## src/rtl/stepper_params.svh

```systemverilog
`ifndef STEPPER_PARAMS_SVH
`define STEPPER_PARAMS_SVH

// ----------------------------------------------------------------------
// clock
// ----------------------------------------------------------------------
`define CLK_PERIOD_NS    10

// ----------------------------------------------------------------------
// device pin vector layout and reset value
// ----------------------------------------------------------------------
`define PIN_W            9
`define PIN_CLK          0
`define PIN_DIR          1
`define PIN_RES0         2
`define PIN_RES1         3
`define PIN_EDGE         4
`define PIN_EN           5
`define PIN_RSTN         6
`define PIN_OC           7
`define PIN_OH           8
`define PIN_RESET_VAL    9'h040
`define PIN_KEEP_MASK    9'h1E0

// ----------------------------------------------------------------------
// sequencer positions and current levels
// ----------------------------------------------------------------------
`define POS_INIT         6'h00
`define FULL_OFFSET      6'h08
`define ZERO_OFFSET      6'h00
`define CUR_FULL         7'h64
`define CUR_ZERO         7'h00

// ----------------------------------------------------------------------
// host timing, times in ns, counts rounded up to whole cycles
// ----------------------------------------------------------------------
`define SETUP_NS         7000
`define HALF_SINGLE_NS   10000
`define HALF_BOTH_NS     25000
`define RST_LOW_NS       1000
`define RST_REC_NS       10000
`define SETUP_CYC        ((`SETUP_NS + `CLK_PERIOD_NS - 1) / `CLK_PERIOD_NS)
`define HALF_SINGLE_CYC  ((`HALF_SINGLE_NS + `CLK_PERIOD_NS - 1) / `CLK_PERIOD_NS)
`define HALF_BOTH_CYC    ((`HALF_BOTH_NS + `CLK_PERIOD_NS - 1) / `CLK_PERIOD_NS)
`define RST_LOW_CYC      ((`RST_LOW_NS + `CLK_PERIOD_NS - 1) / `CLK_PERIOD_NS)
`define RST_REC_CYC      ((`RST_REC_NS + `CLK_PERIOD_NS - 1) / `CLK_PERIOD_NS)

`endif

```

## src/rtl/stepper_pkg.sv

```systemverilog
package stepper_pkg;

    // step resolution chosen by the three mode pins
    typedef enum logic [2:0] {
        MODE_FULL        = 3'h0,
        MODE_HALF_FULL   = 3'h1,
        MODE_HALF_PSEUDO = 3'h2,
        MODE_QUARTER     = 3'h3,
        MODE_EIGHTH      = 3'h4,
        MODE_SIXTEENTH   = 3'h5
    } step_mode_t;

    // host pin sequencer states
    typedef enum logic [2:0] {
        H_RESET = 3'b000,
        H_REC   = 3'b001,
        H_IDLE  = 3'b011,
        H_SETUP = 3'b010,
        H_HOLD  = 3'b110
    } host_state_t;

endpackage

```

## src/rtl/stepper_pins_if.sv

```systemverilog
`timescale 1ns/1ps
`default_nettype none

interface stepper_pins_if;
    logic step_clk;
    logic direction_in;
    logic resolution_bit0;
    logic resolution_bit1;
    logic edge_select_bit;
    logic drive_enable;
    logic reset_n_in;
    logic fault_n_out;
    logic fault_n_oe_n;
    logic fault_flag_n;

    // open-drain fault wire with pull-up
    assign fault_flag_n = fault_n_oe_n ? 1'b1 : fault_n_out;

    modport dev (
        input  step_clk,
        input  direction_in,
        input  resolution_bit0,
        input  resolution_bit1,
        input  edge_select_bit,
        input  drive_enable,
        input  reset_n_in,
        output fault_n_out,
        output fault_n_oe_n
    );

    modport host (
        output step_clk,
        output direction_in,
        output resolution_bit0,
        output resolution_bit1,
        output edge_select_bit,
        output drive_enable,
        output reset_n_in,
        input  fault_flag_n
    );
endinterface

`default_nettype wire

```

## src/rtl/stepper_phase_sequencer.sv

```systemverilog
// How it works
// - edge select high: step on rising edges
// - edge select low: step on both edges
// - resolution pins choose step size per edge mode
// - half step: full current, or 100/71 alternating
// - direction low forward, high reverse
// - host keeps direction steady around clock edges
// - host keeps mode pins steady near edges
// - enable low forces all phase drives off
// - enable low freezes state, ignores step and mode inputs
// - power-on or external reset initialises sequencer
// - host limits step clock frequency
// - host keeps minimum step pulse width
// - host keeps single-edge pulses high 1000 cycles, low 1701 or more, or 1000 after a both-edge step left the clock high
// - host steps only on request; the caller stretches spacing to slow down
// - faults latch, phase drives off, reset clears
// - fault flag pulled low while fault latched
// - host waits after reset before stepping
`timescale 1ns/1ps
`default_nettype none
`include "stepper_params.svh"

module stepper_phase_sequencer (
    // clock, reset, clock enable
    input  wire logic       ref_clk_i,
    input  wire logic       reset_i,
    input  wire logic       ce_i,
    // power-on reset and protection sensors
    input  wire logic       por_i,
    input  wire logic       overcurrent_i,
    input  wire logic       overheat_i,
    // control pins from the host
    stepper_pins_if.dev     pins,
    // phase drives
    output logic            phase_a_o,
    output logic            phase_ab_o,
    output logic            phase_b_o,
    output logic            phase_bb_o,
    // current commands in percent of set current
    output logic [6:0]      current_a_o,
    output logic [6:0]      current_b_o,
    // monitor and fault level
    output logic            phase_monitor_out_o,
    output logic [1:0]      fault_kind_level_o
);

    // ------------------------------------------------------------------
    // functions
    // ------------------------------------------------------------------

    // mode pins to step resolution
    function automatic stepper_pkg::step_mode_t decode_mode(input logic       edge_sel,
                                                            input logic [1:0] res);
        stepper_pkg::step_mode_t m;
        case ({edge_sel, res})
            3'b100:  m = stepper_pkg::MODE_FULL;
            3'b101:  m = stepper_pkg::MODE_HALF_FULL;
            3'b110:  m = stepper_pkg::MODE_QUARTER;
            3'b111:  m = stepper_pkg::MODE_EIGHTH;
            3'b000:  m = stepper_pkg::MODE_HALF_PSEUDO;
            3'b001:  m = stepper_pkg::MODE_QUARTER;
            3'b010:  m = stepper_pkg::MODE_EIGHTH;
            default: m = stepper_pkg::MODE_SIXTEENTH;
        endcase
        return m;
    endfunction

    // sixteenth steps moved per edge
    function automatic logic [5:0] mode_inc(input stepper_pkg::step_mode_t m);
        logic [5:0] inc;
        case (m)
            stepper_pkg::MODE_FULL:        inc = 6'h10;
            stepper_pkg::MODE_HALF_FULL:   inc = 6'h08;
            stepper_pkg::MODE_HALF_PSEUDO: inc = 6'h08;
            stepper_pkg::MODE_QUARTER:     inc = 6'h04;
            stepper_pkg::MODE_EIGHTH:      inc = 6'h02;
            default:                       inc = 6'h01;
        endcase
        return inc;
    endfunction

    // next grid point of the mode, snapping from any position
    function automatic logic [5:0] step_pos(input logic [5:0] pos,
                                            input logic [5:0] inc,
                                            input logic [5:0] off,
                                            input logic       rev);
        logic [5:0] t;
        logic [5:0] m;
        t = pos - off;
        m = ~(inc - 6'h01);
        if (rev) begin
            t = ((t + inc - 6'h01) & m) - inc;
        end else begin
            t = (t + inc) & m;
        end
        return t + off;
    endfunction

    // current ratio for an angle of idx sixteenths of a quarter turn
    function automatic logic [6:0] amp(input logic [4:0] idx);
        logic [6:0] tbl [0:15];
        tbl = '{7'h00, 7'h0B, 7'h14, 7'h1E, 7'h28, 7'h2F, 7'h37, 7'h40,
                7'h47, 7'h4D, 7'h53, 7'h57, 7'h5D, 7'h5F, 7'h61, 7'h64};
        return idx[4] ? 7'h64 : tbl[idx[3:0]];
    endfunction

    // ------------------------------------------------------------------
    // pin synchronisers
    // ------------------------------------------------------------------
    logic [`PIN_W-1:0] raw;
    logic [`PIN_W-1:0] sync1;
    logic [`PIN_W-1:0] sync2;
    logic [`PIN_W-1:0] sync3;
    logic [`PIN_W-1:0] filt;
    logic [`PIN_W-1:0] next_filt;
    logic [`PIN_W-1:0] upd;

    assign raw = {overheat_i, overcurrent_i, pins.reset_n_in, pins.drive_enable,
                  pins.edge_select_bit, pins.resolution_bit1, pins.resolution_bit0,
                  pins.direction_in, pins.step_clk};

    // accept a change once stages two and three agree; hold step and mode inputs while disabled
    always_comb begin
        upd       = filt[`PIN_EN] ? {`PIN_W{1'b1}} : `PIN_KEEP_MASK;
        next_filt = (upd & ~(sync2 ^ sync3) & sync3) | (~(upd & ~(sync2 ^ sync3)) & filt);
    end

    always_ff @(posedge ref_clk_i) begin
        if (reset_i) begin
            sync1 <= `PIN_RESET_VAL;
            sync2 <= `PIN_RESET_VAL;
            sync3 <= `PIN_RESET_VAL;
            filt  <= `PIN_RESET_VAL;
        end else if (ce_i) begin
            sync1 <= raw;
            sync2 <= sync1;
            sync3 <= sync2;
            filt  <= next_filt;
        end
    end

    // ------------------------------------------------------------------
    // reset, edge detection, mode
    // ------------------------------------------------------------------
    logic                    sys_rst;
    logic                    clk_prev;
    logic [1:0]              en_hist;
    logic                    step;
    logic                    fault_any;
    logic                    drive_on;
    stepper_pkg::step_mode_t mode;

    assign sys_rst   = reset_i | por_i | ~filt[`PIN_RSTN];
    assign mode      = decode_mode(filt[`PIN_EDGE], {filt[`PIN_RES1], filt[`PIN_RES0]});
    assign drive_on  = filt[`PIN_EN] & ~fault_any;

    // rising edge always; falling edge only in both-edge mode
    always_comb begin
        step = filt[`PIN_EN] & (&en_hist) &
               ((filt[`PIN_CLK] & ~clk_prev) |
                (~filt[`PIN_CLK] & clk_prev & ~filt[`PIN_EDGE]));
    end

    always_ff @(posedge ref_clk_i) begin
        if (sys_rst) begin
            clk_prev <= 1'b0;
            en_hist  <= 2'b00;
        end else if (ce_i) begin
            clk_prev <= filt[`PIN_CLK];
            en_hist  <= {en_hist[0], filt[`PIN_EN]};
        end
    end

    // ------------------------------------------------------------------
    // position counter
    // ------------------------------------------------------------------
    logic [5:0] pos;
    logic [5:0] next_pos;

    // grid changes with mode but position is kept
    always_comb begin
        next_pos = pos;
        if (step) begin
            next_pos = step_pos(pos, mode_inc(mode),
                                (mode == stepper_pkg::MODE_FULL) ? `FULL_OFFSET
                                                                  : `ZERO_OFFSET,
                                filt[`PIN_DIR]);
        end
    end

    always_ff @(posedge ref_clk_i) begin
        if (sys_rst) begin
            pos <= `POS_INIT;
        end else if (ce_i) begin
            pos <= next_pos;
        end
    end

    // ------------------------------------------------------------------
    // fault latch
    // ------------------------------------------------------------------
    logic [1:0] fault_q;
    logic [1:0] next_fault;

    // a fault arriving during a clear still latches
    always_comb begin
        next_fault = ((por_i | ~filt[`PIN_RSTN]) ? 2'b00 : fault_q) |
                     {filt[`PIN_OH], filt[`PIN_OC]};
    end

    assign fault_any = |fault_q;

    always_ff @(posedge ref_clk_i) begin
        if (reset_i) begin
            fault_q <= 2'b00;
        end else if (ce_i) begin
            fault_q <= next_fault;
        end
    end

    // ------------------------------------------------------------------
    // drive outputs
    // ------------------------------------------------------------------
    logic [4:0] ang;
    logic [4:0] ang_c;
    logic [6:0] lvl_a;
    logic [6:0] lvl_b;
    logic       a_neg;
    logic       b_neg;
    logic       full_cur;

    // quadrant picks polarity, angle picks ratio
    always_comb begin
        ang      = {1'b0, pos[3:0]};
        ang_c    = 5'h10 - ang;
        a_neg    = pos[5] ^ pos[4];
        b_neg    = pos[5];
        full_cur = (mode == stepper_pkg::MODE_FULL) ||
                   (mode == stepper_pkg::MODE_HALF_FULL);
        lvl_a    = pos[4] ? amp(ang) : amp(ang_c);
        lvl_b    = pos[4] ? amp(ang_c) : amp(ang);
        lvl_a    = (full_cur && lvl_a != `CUR_ZERO) ? `CUR_FULL : lvl_a;
        lvl_b    = (full_cur && lvl_b != `CUR_ZERO) ? `CUR_FULL : lvl_b;
    end

    always_ff @(posedge ref_clk_i) begin
        if (sys_rst) begin
            phase_a_o           <= 1'b0;
            phase_ab_o          <= 1'b0;
            phase_b_o           <= 1'b0;
            phase_bb_o          <= 1'b0;
            current_a_o         <= `CUR_FULL;
            current_b_o         <= `CUR_ZERO;
            phase_monitor_out_o <= 1'b1;
        end else if (ce_i) begin
            phase_a_o           <= drive_on & ~a_neg & (lvl_a != `CUR_ZERO);
            phase_ab_o          <= drive_on & a_neg & (lvl_a != `CUR_ZERO);
            phase_b_o           <= drive_on & ~b_neg & (lvl_b != `CUR_ZERO);
            phase_bb_o          <= drive_on & b_neg & (lvl_b != `CUR_ZERO);
            current_a_o         <= lvl_a;
            current_b_o         <= lvl_b;
            phase_monitor_out_o <= (pos == `POS_INIT);
        end
    end

    // fault outputs straight from the latch
    assign fault_kind_level_o = fault_q;
    assign pins.fault_n_out   = 1'b0;
    assign pins.fault_n_oe_n  = ~fault_any;

endmodule

`default_nettype wire

```

## src/flat_wrapper.sv

```systemverilog
// flat-port wrapper written by rule: the top's interface ports become plain ports
module stepper_phase_sequencer_flat 
  (ref_clk_i, reset_i, ce_i, por_i, overcurrent_i, overheat_i, phase_a_o, phase_ab_o, phase_b_o, phase_bb_o, current_a_o, current_b_o, phase_monitor_out_o, fault_kind_level_o, pins_step_clk, pins_direction_in, pins_resolution_bit0, pins_resolution_bit1, pins_edge_select_bit, pins_drive_enable, pins_reset_n_in, pins_fault_n_out, pins_fault_n_oe_n);
  stepper_pins_if pins_i ();
  input  wire logic ref_clk_i;
  input  wire logic reset_i;
  input  wire logic ce_i;
  input  wire logic por_i;
  input  wire logic overcurrent_i;
  input  wire logic overheat_i;
  output logic phase_a_o;
  output logic phase_ab_o;
  output logic phase_b_o;
  output logic phase_bb_o;
  output logic [6:0] current_a_o;
  output logic [6:0] current_b_o;
  output logic phase_monitor_out_o;
  output logic [1:0] fault_kind_level_o;
  input wire logic [$bits(pins_i.step_clk)-1:0] pins_step_clk;
  input wire logic [$bits(pins_i.direction_in)-1:0] pins_direction_in;
  input wire logic [$bits(pins_i.resolution_bit0)-1:0] pins_resolution_bit0;
  input wire logic [$bits(pins_i.resolution_bit1)-1:0] pins_resolution_bit1;
  input wire logic [$bits(pins_i.edge_select_bit)-1:0] pins_edge_select_bit;
  input wire logic [$bits(pins_i.drive_enable)-1:0] pins_drive_enable;
  input wire logic [$bits(pins_i.reset_n_in)-1:0] pins_reset_n_in;
  output wire logic [$bits(pins_i.fault_n_out)-1:0] pins_fault_n_out;
  output wire logic [$bits(pins_i.fault_n_oe_n)-1:0] pins_fault_n_oe_n;
  assign pins_i.step_clk = pins_step_clk;
  assign pins_i.direction_in = pins_direction_in;
  assign pins_i.resolution_bit0 = pins_resolution_bit0;
  assign pins_i.resolution_bit1 = pins_resolution_bit1;
  assign pins_i.edge_select_bit = pins_edge_select_bit;
  assign pins_i.drive_enable = pins_drive_enable;
  assign pins_i.reset_n_in = pins_reset_n_in;
  assign pins_fault_n_out = pins_i.fault_n_out;
  assign pins_fault_n_oe_n = pins_i.fault_n_oe_n;
  stepper_phase_sequencer u_core (.ref_clk_i(ref_clk_i), .reset_i(reset_i), .ce_i(ce_i), .por_i(por_i), .overcurrent_i(overcurrent_i), .overheat_i(overheat_i), .pins(pins_i), .phase_a_o(phase_a_o), .phase_ab_o(phase_ab_o), .phase_b_o(phase_b_o), .phase_bb_o(phase_bb_o), .current_a_o(current_a_o), .current_b_o(current_b_o), .phase_monitor_out_o(phase_monitor_out_o), .fault_kind_level_o(fault_kind_level_o));
endmodule
```

## config.mk

```make
export PLATFORM = sky130hd
export DESIGN_NAME = stepper_phase_sequencer_flat
export DESIGN_NICKNAME = d
export VERILOG_FILES = /design/src/rtl/stepper_pkg.sv /design/src/rtl/stepper_pins_if.sv /design/src/rtl/stepper_phase_sequencer.sv /design/src/flat_wrapper.sv
export VERILOG_INCLUDE_DIRS = /design/src /design/src/rtl
export SDC_FILE = /design/constraint.sdc
export NUM_CORES = 1
export LEC_CHECK = 0
export BUFFER_PORTS_ARGS = -buffer_cell sky130_fd_sc_hd__clkbuf_2
export CORE_MARGIN = 2
export CORE_UTILIZATION = 42
export CTS_CLUSTER_DIAMETER = 40
export DETAILED_ROUTE_END_ITERATION = 6
export PLACE_DENSITY = 0.67
export SLEW_MARGIN = 25
export SYNTH_ARGS = -nofsm -noshare
export SYNTH_HDL_FRONTEND = slang
export SYNTH_SLANG_ARGS = --single-unit
```

## constraint.sdc

```tcl
create_clock -name ref_clk_i -period 5.1 [get_ports ref_clk_i]
set_input_delay 0.255 -clock ref_clk_i [delete_from_list [all_inputs] [get_ports ref_clk_i]]
set_output_delay 0.255 -clock ref_clk_i [all_outputs]
set_load 0.005 [all_outputs]
```

### Word level (Yosys, flattened, before mapping)

Memories as Yosys holds them, arrays and structs flattened.
Index checks and enable logic that the tools add are counted.

* word-level logic and storage cells: 108
* output and inout port bits: 23
* bits of input ports: 13
* register bits: 66
* bits in read-only memories: 224
* memories kept: 2

* reduce and logical (&&, ||, !) cells: 16
* $add $sub $neg: 7
* mux-type cells: 17
* equal/unequal tests: 10
* bitwise logic cells: 39
* $lt $le $gt $ge: 2

Memories
* (no name shown): depth 16, bits a word 7, rd ports 1, clocked after Yosys merged registers in 0, write ports 0, line stepper_phase_sequencer.sv:104 `return idx[4] ? 7'h64 : tbl[idx[3:0]];`
* (no name shown): depth 16, bits a word 7, rd ports 1, clocked after Yosys merged registers in 0, write ports 0, line stepper_phase_sequencer.sv:104

Operator list (count)
* 7-bit 2-to-1 mux: 9
* 7-bit nonzero test: 4
* 9-bit bitwise AND: 3
* 5-bit case mux with 4 select lines: 1
* 6-bit 2-to-1 mux: 3
* 9-bit inverter: 2
* 3-bit equality test (second input constant): 5
* 3-bit case mux with 5 select lines: 1
* 1-bit bitwise AND: 14
* 6-bit adder: 2
* 6-bit bitwise AND: 2
* 6-bit by 1-bit subtractor with 6-bit output (second input constant): 2
* 6-bit subtractor: 2
* 5-bit >= comparator (second input constant): 2
* 4-bit inverter with 5-bit output: 2
* 3-bit by 2-bit equality test with 1-bit output (second input constant): 3
* 9-bit bitwise OR: 1
* 9-bit bitwise XOR: 1
* 2-bit OR reduction: 4
* 1-bit inverter: 7
* 3-bit by 1-bit equality test with 1-bit output (second input constant): 2
* 3-bit zero test: 2
* 6-bit zero test: 1
* 6-bit inverter: 1
* other kinds (10): 15

### Longest topological paths before layout

Gate-level depths: netlist of run 1.

* word-level depth: 14
* gate-level depth with buffers: 22
* mapped depth without buffers: 21

### Worst setup path before layout of run 1

Ideal clock, no wire load.

* path kind: reg-to-reg
* from: register with a tool-made name
* to: register u_core.pos[5]
* stages on the path, launching flop included: 21
* clock period less this slack: 4.295 ns
* arrival time: 4.199 ns
* path slack: 0.805 ns
* cell sequence: dfxtp_1 > clkbuf_1 > nand2b_1 > nor2_1 > fa_1 > inv_1 > ha_1 > o21ai_0 > a21oi_2 > or3_2 > a21oi_1 > ha_1 > a21oi_1 > xnor2_1 > nand2_1 > xnor2_1 > ha_1 > nand3b_1 > and4b_1 > o211ai_1 > o311ai_1

RTL lines
* to (signal assigned): line stepper_phase_sequencer.sv:193 `` pos <= `POS_INIT; ``
* to (signal assigned): line stepper_phase_sequencer.sv:195 `pos <= next_pos;`
* to (decl): line stepper_phase_sequencer.sv:177 `logic [5:0] pos;`

### Final worst setup path of run 1

* from: register u_core.pos[3]
* to: register u_core.pos[5]

* cells in the longest elaborated chain, start to end: 8
* elaborated cells between the ends (all ways): 9

RTL lines
* 6-bit subtractor (*): line stepper_phase_sequencer.sv:89 `t = pos - off;`
* 6-bit adder (*): line stepper_phase_sequencer.sv:92, stepper_phase_sequencer.sv:94
* 6-bit by 1-bit subtractor with 6-bit output: line stepper_phase_sequencer.sv:92 `t = ((t + inc - 6'h01) & m) - inc;`
* 6-bit bitwise AND: line stepper_phase_sequencer.sv:92
* 6-bit subtractor: line stepper_phase_sequencer.sv:92
* 6-bit 2-to-1 mux (*): line stepper_phase_sequencer.sv:91 `if (rev) begin`
* 6-bit 2-to-1 mux (*): line stepper_phase_sequencer.sv:183 `if (step) begin`
* 6-bit adder (*): line stepper_phase_sequencer.sv:96 `return t + off;`

Mark *: on every way between the ends. The rest lies on a longest branch, timed or not. The select of a mux whose other input is x is not followed.
A chain may end at the register's enable or synchronous reset.

==> flow_results.org, run 1 <==
** Status
- The run finished with clean final reports.

** Timing
- Final Worst Setup Slack :: 0.469 ns
- Time the final worst path needs with I/O delays and setup :: 4.63 ns
- At the pin with the least slew margin, the transition time is 0.963 ns.
- Final worst clock skew :: 0.0133 ns
- Setup TNS after final layout :: 0 ns
- Derived from the worst setup path, the maximum achievable clock frequency is 216 MHz.
- RSZ-0062 raised after global routing :: false
- The number of slew-limit violations in the final report was 0.
- The number of hold violations in the final report came to 0.
- Measured against its own limit, the worst slew margin works out to 35.8%.
- Post-route fraction of the period consumed by the critical path :: 90.8%
- Setup violations remaining at the end of the flow were counted as 0.

** Flow run
- Max-cap violations in this run came to 0.

** Route
- The first routing iteration left 229 violations.
- Vias :: 3,514
- For this block, the routed nets add up to 9250 um of wire.
- The count of nets left with antenna violations once routing finished came out at 0.
- Average vias per placed instance :: 5.48
- Drt wl/cell :: 14.4 um
- Number of optimization iterations in the first detailed-route pass :: 6
- Post-route DRC violation count :: 0

** Logic synthesis
- Synthesis-stage register bit count :: 66
- After synthesis, the share of flip-flops with an asynchronous set or reset is 0%.
- Biggest area contributors in the synthesized netlist :: dfxtp_1 (32%), mux2i_1 (8.8%), ha_1 (8.3%)
- The cell count after synthesis came out at 487.
- The top cell type by area accounts for 32.4% of the synthesized area.
- Most used standard cells in the synthesized netlist :: nor2_1 (78), dfxtp_1 (66), mux2i_1 (36), a21oi_1 (27), ha_1 (27)
- Yosys mapped a number of flops with a built-in enable equal to 0.
- Area share of and/or/nand/nor cells after synthesis :: 20.2%
- Post-synth design cell area :: 4080 um2
- During synthesis, Yosys emitted a total of 0 warnings.
- The average instance in the mapped netlist occupies 8.38 um2.
- Post-synth cell types :: 75
- After synthesis, the largest family of logic cells by area is compound AO/OA/AOI/OAI gates.
- The share of the Yosys chip area taken by registers is 32.4%.
- Measured against the total synthesized area, the mux share comes to 9.93%.
- Adder-cell area share of the yosys netlist :: 8.76%
- Most frequently used cell type in the post-synthesis netlist :: nor2_1
- The synthesized netlist devotes 3.22% of its cell area to XOR and XNOR gates.
- When the netlist entered floorplanning its net count stood at 528.
- Compound-cell area share of the yosys netlist :: 20.5%
- Most common flop cell mapped by yosys :: dfxtp_1
- Cell accounting for the most synthesized area :: dfxtp_1

** Clocking
- CTS clk-pin slew, worst paths :: 0.09 ns
- In this run the number of H-tree levels came out at 3.
- Insertion delay to the later sink of the worst-skew pair :: 0.35 ns
- In this run the deepest clock path goes through 2 buffers.
- Cts bufs inserted :: 9
- The tree is rooted in a clkbuf_8.
- Clock tree from TritonCTS :: yes
- Num Clock Sinks :: 66

** Layout
- The final layout contains 548 nets.
- Compared with the post-synthesis result, the final layout area differs by 10.7%.
- Register cell area after layout :: 1320 um2
- After filler insertion, the fill cell instance count of the layout stands at 930.
- The number of antenna diodes in the final layout is 0.
- Fraction of final layout cells with drive strength greater than 1 :: 14.8%
- Cell Count, Final, Fillers Out :: 641
- Post-Route Utilization :: 48.5%
- Summing all multi-input logic gate instances after layout gives 2560 um2.

** GRT
- For this run, the total global-route usage over all layers was measured as 18.6%.
- The number of global-route vias before repair came to 3,284.
- Antenna violations before repair :: 0
- The first global-routing pass estimated 15,400 um of wire.
- After global routing the overflow that remains totals 0.
- Pin count of the biggest net entering global routing :: 56

** Floorplan
- DIE HEIGHT :: 103 um
- Measured along the x axis, the die boundary spans 103 um.
- Row Count :: 35
- Boundary Pins :: 36
- The initial utilization of the core area, before any placement, comes to 43.8%.
- The floorplan step defined a die boundary enclosing 10,500 um2.
- In this run the standard cell core region covers 9330 um2.

** Critical path
- CP Buf/Inv Count :: 2
- Largest fanout on the critical path :: 18
- Endpoint class of the critical path :: register
- Critical path data required time :: 5.34 ns
- Launch point of the worst reg-to-reg path :: u_core.pos[3]
- For this run, the slowest stage of the critical path takes 0.72 ns.
- Traced cell by cell, the critical path runs through inv_2 -> fa_1 -> inv_1 -> ha_1 -> o21ai_0 -> a21oi_2 -> or3_2 -> a21oi_1 -> ha_1 -> a21oi_1 -> xnor2_1 -> nand2_1 -> xnor2_1 -> ha_1 -> nand3b_1 -> and4b_1 -> o211ai_1 -> o311ai_1.
- In this run the critical register-to-register path is captured at u_core.pos[5].
- The worst setup path is launched from a register.
- R2R depth :: 18
- The kind of cell with the highest combined delay along the critical path is adder cells.
- For flop-to-flop paths, the worst setup slack is 0.47 ns.
- Dominant cell type by count on the critical path :: ha_1
- On the critical path, the stage with the largest delay is an instance of dfxtp_1.
- STA puts the critical path data arrival time at 4.88 ns.
- The critical path is of the reg -> reg type.

** Pwr
- In this run switching power makes up 24.6% of total power.
- For this design the ratio of total power to cell area is 230 nW/um2.
- The internal portion of the total power is 783 uW.
- Switching power :: 255 uW
- Per report_power, the sequential group accounts for 51.1% of the total.
- In this run, the combinational gates consume 4.5% of the power.
- Clock share of power :: 44.4%
- Standby leakage power :: 0.00190 uW
- The worst-case IR drop observed on VDD is 0.246 mV.

** Worst hold path
- Hold Crit Class :: in -> reg
- The worst hold path passes through 2 cells.
- In this run the most critical hold path is launched from pins_reset_n_in.
- Endpoint of the worst hold-timing path :: u_core.sync1[6]

** Placement
- GP Congestion :: 0.857
- The wire-length estimate of the detail-placed layout is 6640 um.
- Buffers placed on the I/O ports in this run total 34.
- OpenSTA, run right after detailed placement, puts the worst setup slack at 0.427 ns.
- # placed instances :: 625
## final cells by class
type	count	share of cell area (%)
Tap cell	129	3.57
Clock buffer	10	3.04
Inverter	23	1.91
Clock inverter	6	1.44
Multi-Input combinational cell	371	56.7
Sequential cell	66	29.2
Timing Repair Buffer	36	4.10
## per-layer routing
layer,up-vias,part of all wire [%],GRT usage (%)
met5,-,0,0
met4,0,2.0,6.46
met3,17,5.3,4.68
met2,96,48,31.3
met1,1621,45,23.3
li1,1780,-,-
## cells by family (layout without fill, tap and decap cells)
family	Yosys count	count (layout)
AO/OA/AOI/OAI	124	124
other	1	1
XOR/XNOR	12	12
buffers and inverters	50	75
AND/OR/NAND/NOR	167	167
flip-flops	66	66
adder cells (fa/ha/maj)	28	28
multiplexers	39	39
## placed cells by master, fill, tap and decap left out, drive strengths merged, types with 3 or more instances in the layout
master | netlist | final
a211oi | 3 | 3
a211o | 3 | 3
or4 | 3 | 3
xnor2 | 7 | 7
clkbuf | 14 | 44
a22oi | 8 | 8
nand3 | 4 | 4
and2 | 5 | 5
nand2b | 13 | 13
o22ai | 3 | 3
dfxtp | 66 | 66
nand2 | 24 | 24
a31o | 5 | 5
ha | 27 | 27
o21ai | 26 | 26
nor2 | 78 | 78
inv | 22 | 23
o21a | 4 | 4
a21oi | 28 | 28
a41o | 3 | 3
nor2b | 6 | 6
nor3 | 14 | 14
clkinv | 1 | 4
o211ai | 3 | 3
xor2 | 5 | 5
and3 | 7 | 7
a31oi | 14 | 14
o31a | 3 | 3
mux2i | 36 | 36
nor4 | 3 | 3
a21o | 3 | 3
## metrics by stage
stage / area (um2) / hold slack (ns) / power (uW)
after floorplan: 4080 / 0.377 / 577
after CTS: 4520 / 0.113 / 1050
after global placement: 4320 / 0.435 / 588
after global routing: 4520 / 0.110 / 1070
after detailed placement: 4320 / 0.445 / 589
final: 4520 / 0.125 / 1040
## how the worst max path moves through the flow
stage / cells past startpoint / from / slack (ns) / to
final: 18 / u_core.pos[3] / 0.47 / u_core.pos[5]
after floorplan: 20 / register / 0.81 / u_core.pos[5]
after detailed placement: 19 / register / 0.43 / u_core.pos[5]
after CTS: 19 / register / 0.38 / u_core.pos[5]
after global placement: 19 / register / 0.56 / u_core.pos[5]
after global routing: 19 / register / 0.15 / u_core.pos[5]
## power groups by stage
| stage | combinational [uW] | clock (uW) | sequential [uW] |
|---|---|---|---|
| after global placement | 45.9 | 0 | 542 |
| after detailed placement | 46.9 | 0 | 542 |
| after CTS | 47.0 | 471 | 530 |
| after global routing | 52.3 | 491 | 531 |
| after floorplan | 36.5 | 0 | 541 |
| final | 46.7 | 461 | 530 |
## what timing repair did
item,4_1_cts,5_1_grt
hold buffers,0,0
endpoints found under the setup margin,0,1
hold endpoints to repair,0,0
resized for setup,0,1
buffers inserted,0,0
No activity file was read; power rests on OpenSTA's default activity.
==> inputs of run 2 (changes only) <==
Settings changed: PLACE_DENSITY 0.67 to unset.
==> run 2 against run 1 <==
  * Clock power down 2%
  * Combinational power up 0.9%
  * Highest routed layer unchanged
  * Clock skew down 0.00058 ns
==> flow_results.org, run 2 (synthesis gave the netlist of run 1 again) <==
** Layout
- Commonest cells after routing, fill and taps aside :: nor2_1 (77), dfxtp_1 (66), mux2i_1 (36), clkbuf_2 (34)
- Fraction of final layout cells with drive strength greater than 1 :: 15.2%
- The repair_antennas step left the layout with diodes totalling 0.
- Post-Route Utilization :: 48.6%
- After the last flow step, the layout net total stands at 550.
- Post-route cell area :: 4540 um2
- Cell Count, Final, Fillers Out :: 643
- Leaving out fill and tap cells, the most frequent cell in the layout is nor2_1.
- Layout area overhead :: 11.1%

** Placement
- In this run the tool buffered the top-level ports with 34 buffer cells.
- After legalization and detailed placement, the total HPWL measured 6920 um.
- Once placement finished, the instance area stood at 4330 um2.
- After detailed placement, the design holds a cell count of 627.
- GP Congestion :: 0.895

** Route
- The detail route stage leaves a number of antenna-violating nets equal to 0.
- Vias :: 3,492
- The routed design has 9460 um of wire.
- Drt wl/cell :: 14.7 um
- For this block, the initial DRC count from the detailed router was 156.
- Post-route DRC violation count :: 0
- Before antenna repair, the detailed router went through 5 iterations.
- Dividing the detail-routed via count by the number of cells gives 5.43.

** Clocking
- Buffers added to address setup during post-CTS repair amount to 0.
- Max Root-Sink Buffers :: 2
- H-tree level count :: 3
- In this run the clock root is driven by a clkbuf_8.
- The clock net in this run drives a total of 66 sinks.
- Clock tree from TritonCTS :: yes
- The number of clock buffers added by TritonCTS is 9.
- Hold bufs inserted after CTS :: 0
- Resized Gates After CTS :: 0
- Insertion delay to the later sink of the worst-skew pair :: 0.34 ns
- CTS clk-pin slew, worst paths :: 0.08 ns

** Floorplan
- Boundary Pins :: 36
- DIE HEIGHT :: 103 um
- Core area :: 9330 um2
- In this run the core area contains 35 standard-cell rows.
- Once the floorplan was initialized, standard cells occupied 43.8% of the core.
- The die covers 10,500 um2.
- The floorplan step set the die width to 103 um.

** Pwr
- Power per standard cell area :: 227 nW/um2
- For this design the static power due to leakage is 0.00190 uW.
- Maximum VDD drop :: 0.218 mV

** GRT
- For this run the aggregate overflow at the end of global routing stands at 0.
- For this run, the total global-route usage over all layers was measured as 19.0%.
- The first global-routing pass estimated 15,800 um of wire.
- Entering global routing, the biggest net connects 57 pins.
- Vias in the first global route :: 3,280
- Antenna violations before repair :: 0

** Timing
- Final-report max-slew violation count :: 0
- The smallest clock period supported by the final layout is computed as 4.61 ns.
- Number of endpoints with negative hold slack in the final report :: 0
- Final worst clock skew :: 0.0127 ns
- Worst rel slew slack :: 34.4%
- Post-route fraction of the period consumed by the critical path :: 90.4%
- Adding up every negative setup slack in the final design gives 0 ns.
- For this run, the top clock speed supported by timing is 217 MHz.
- Setup violations remaining at the end of the flow were counted as 0.
- RSZ-0062 raised after global routing :: false
- At the pin with the least slew margin, the transition time is 0.985 ns.

** Critical path
- Startpoint type of the worst setup path :: register
- R2R depth :: 19
- CP Class :: reg -> reg
- Largest fanout on the critical path :: 14
- The worst setup path is captured at a register.
- For the worst setup path, the data required time is 5.35 ns.
- Data arrives at the worst endpoint at 4.86 ns.

** Worst hold path
- Startpoint of the lowest-slack hold path :: pins_reset_n_in
- The worst hold path was traced through 2 stages.
- In this run the worst hold path is classified as in -> reg.

** Flow run
- Max-cap violations in this run came to 0.

** Status
- The flow ran to the end, and the final reports show no timing, DRC or antenna violations.
-- run 2: changes by cell type in the layout (fill, tap and decap cells not counted) --
cell        change
clkinvlp_4      +1
clkinv_4        +1
clkinv_2        -1
buf_4           +2
inv_8           +1
clkbuf_8        -1
inv_6           -1
-- run 2: final timing paths --
check	endpoint	slack, ns
worst min register to register	u_core.sync2[6]	0.46
worst min-delay path	u_core.sync1[6]	0.12
worst max-delay path	u_core.pos[5]	0.49
worst max register to register	u_core.pos[5]	0.49
-- run 2: critical path: stages, from the launching register on --
cell      delay [ns]
dfxtp_1         0.53
nand2b_1        0.35
nor2_2          0.14
fa_1            0.53
inv_1           0.05
ha_1            0.35
o21ai_0         0.12
a21oi_2         0.09
or3_2           0.48
a21oi_1         0.16
ha_1            0.27
a21oi_1         0.18
xnor2_1         0.14
nand2_1         0.09
xnor2_1         0.16
ha_1            0.23
nand3b_1        0.18
and4b_1         0.28
o211ai_1        0.09
o311ai_1        0.11
-- run 2: metal layers --
metal  global-route usage (%)  routed length, um  part of all wire (%)  vias to the layer above
li1                         -                  -                     -                     1781
met1                     25.4               4610                    49                     1645
met2                     31.4               4480                    47                       58
met3                     4.00                284                   3.0                        8
met4                     4.92                 81                  0.86                        0
met5                        0                  0                     0                        -
-- run 2: metrics by stage --
step,power [uW],setup slack [ns],hold slack (ns)
floorplan,577,0.805,0.377
CTS,1040,0.377,0.105
detailed placement,589,0.403,0.441
finish,1030,0.489,0.124
global placement,588,0.594,0.440
global route,1070,0.137,0.111
-- run 2: report_power, final --
part           total, uW  internal [uW]  leakage, uW  switching (uW)
sequential           530            524     0.000535            5.47
combinational       47.1           18.2      0.00127            28.9
clock                454            230    0.0000973             224
total               1030            772      0.00190             258
-- run 2: layout make-up --
class | instances | area [um2]
Tap cell | 129 | 161
Sequential cell | 66 | 1320
Fill cell | 920 | 4790
Clock inverter | 7 | 78.8
Clock buffer | 9 | 124
Inverter | 23 | 86.3
Timing Repair Buffer | 38 | 200
Multi-Input combinational cell | 371 | 2560
==> inputs of run 3 (changes only) <==
Settings changed: CORE_ASPECT_RATIO set to 2.
==> run 3 against run 2 <==
  * Sequential share of layout area decreased by 0.48 points
  * Non-clock buffer count down 1
  * Clock power is 45% higher
  * Clock skew down 0.0065 ns
  * Core utilization rose by 0.52 points
  * Critical path type unchanged
  * Critical endpoint unchanged
==> flow_results.org, run 3 (synthesis gave the netlist of run 1 again) <==
** Timing
- Count of endpoints failing setup in the final report :: 0
- For the final database, setup skew stands at 0.00617 ns.
- Setup TNS after final layout :: 0 ns
- The number of slew-limit violations in the final report was 0.
- Counting I/O delays and the setup requirement, the final critical path takes 4.69 ns.
- Tightest hold margin :: 0.137 ns
- RSZ-0062 raised after global routing :: false
- Timing would allow up to 213 MHz.
- Actual slew at the worst max-slew pin :: 0.996 ns
- After layout, the worst path uses 92.0% of the clock period.
- Number of endpoints with negative hold slack in the final report :: 0
- The worst pin sits at a relative slew slack of 33.6%.

** Critical path
- Data on the critical path arrives at its endpoint at 4.93 ns.
- The cell that appears most often on the critical path is ha_1.
- On the worst path, the slowest cell contributes a delay of 0.54 ns.
- Counting both buffers and inverters, the worst setup path holds a total of 0.
- Traced cell by cell, the critical path runs through xnor2_1 -> nand2_1 -> ha_1 -> ha_1 -> ha_1 -> nor4bb_1 -> a31oi_1 -> ha_1 -> o21ai_0 -> nand2b_1 -> a21oi_1 -> xnor2_1 -> nand2_1 -> xnor2_1 -> ha_1 -> nand3b_1 -> and4b_1 -> o211ai_1 -> o311ai_1.
- Startpoint type of the worst setup path :: register
- Critical-path top delay cell :: dfxtp_1
- At the worst endpoint, the required time is 5.34 ns.
- Top delay family on crit path :: adder cells
- The critical path in this run is classified as reg -> reg.
- Largest fanout on the critical path :: 12
- The worst setup path is captured at a register.

** GRT
- The first global-routing pass estimated 16,900 um of wire.
- Antenna violations before repair :: 0
- The number of global-route vias before repair is 3,601.
- Tot GR Track Use :: 21.0%
- The total overflow left after global routing is 0.
- Pin count of the biggest net entering global routing :: 57

** Route
- Once detail routing completed, the nets flagged for antenna violations numbered 0.
- Average vias per placed instance :: 5.82
- Post-route DRC violation count :: 0
- For this run, the detailed router's first-pass iteration total came to 4.
- DRC violation total after the first TritonRoute iteration :: 163
- In the final routed layout, each cell accounts on average for 16.5 um.
- The routed design has 10,200 um of wire.
- Summing over every cut layer, the via total after detailed routing is 3,588.

** Clocking
- The H-tree was split into 3 levels.
- After clock tree synthesis, the clock-pin slew on the worst setup and hold paths is 0.06 ns.
- The tree is rooted in a clkbuf_16.
- Buffers inserted to repair hold after CTS numbered 0.
- Insertion delay to the later sink of the worst-skew pair :: 0.33 ns
- Cts bufs inserted :: 9
- CTS saw 66 sinks.
- TritonCTS built the clock tree.
- No sink is reached through more buffers than the 2 on the longest clock path.

** Layout
- Most common library cell in the layout ignoring fill and taps :: nor2_1
- In the layout the commonest cells are nor2_1 (77), dfxtp_1 (66), mux2i_1 (36), clkbuf_2 (34).
- Number of inserted diodes :: 0
- Fraction of final layout cells with drive strength greater than 1 :: 14.8%
- Layout area overhead :: 13.0%
- Final net count :: 549

** Pwr
- The clock network is responsible for 53.3% of the overall power.
- Standby leakage power :: 0.00196 uW
- Sequential cells account for 42.9% of the total power.
- Switching power :: 257 uW
- Power per standard cell area :: 268 nW/um2
- Maximum VDD drop :: 0.301 mV
- Of the total power, the share spent switching nets is 20.8%.
- Combinational logic burns 3.8% of the power.
- Internal Dissipation :: 981 uW

** Floorplan
- For this configuration, the core starts out at a cell density of 43.5%.
- Die area :: 10,600 um2
- The total area inside the core boundary comes to 9380 um2.
- In this run the vertical extent of the chip is 143 um.
- The floorplan step set the die width to 73.7 um.
- In this run the count of I/O pins placed on the die edge is 36.
- Row Count :: 50

** Placement
- GP Congestion :: 0.983
- Estimated wirelength of the detail-placed design :: 7670 um
- Count of input and output buffers :: 34

** Status
- The run finished with clean final reports.

** Worst hold path
- The path class of the tightest hold or removal check is in -> reg.

** Flow run
- Max-Cap Viols :: 0
[run 3: changes by cell type in the layout (fill, tap and decap cells not counted), sizes merged]
cell / change
clkbuf: +1
inv: -1
buf: -1
bufinv: +1
clkinvlp: -2
[run 3: final cells by class]
cell class	instances	area (um2)
Tap cell	104	130
Clock buffer	10	239
Clock inverter	5	78.8
Sequential cell	66	1320
Multi-Input combinational cell	371	2560
Fill cell	942	4770
Inverter	23	86.3
Timing Repair Buffer	37	193
[run 3: final timing paths]
kind | cells after the start | from | end | slack (ns)
hold / removal | 2 | pins_reset_n_in | u_core.sync1[6] | 0.14
hold reg to reg | 2 | u_core.phase_ab_o | u_core.phase_ab_o | 0.44
setup / recovery | 19 | register | u_core.pos[5] | 0.41
setup reg to reg | 19 | register | u_core.pos[5] | 0.41
[run 3: power by group through the flow]
stage                     Clock [uW]  Sequential [uW]  Combinational (uW)
after floorplan                    0              541                36.5
after global placement             0              541                46.1
after detailed placement           0              542                46.8
after CTS                        677              531                47.1
after global routing             700              532                52.5
final                            660              531                46.6
[run 3: layer usage]
metal | global-route usage, % | share of wire (%)
met3 | 4.35 | 3.2
met1 | 19.9 | 36
met4 | 12.7 | 5.4
met5 | 0 | 0
met2 | 39.1 | 55
[run 3: what timing repair did]
action                                  CTS  global route
endpoints found under the setup margin    0             1
buffers inserted                          0             0
resized for setup                         0             1
[run 3: stage by stage]
| stage | setup slack, ns | util (%) | total power (uW) | instance area (um2) | std cells |
|---|---|---|---|---|---|
| 3_5_place_dp | 0.376 | 45.7 | 589 | 4290 | 601 |
| 4_1_cts | 0.345 | 49.1 | 1260 | 4610 | 616 |
| 2_1_floorplan | 0.805 | - | 577 | 4080 | 487 |
| 3_3_place_gp | 0.537 | 45.7 | 588 | 4290 | 601 |
| 6_report | 0.408 | 49.1 | 1240 | 4610 | 616 |
| 5_1_grt | 0.124 | 49.1 | 1280 | 4610 | 616 |
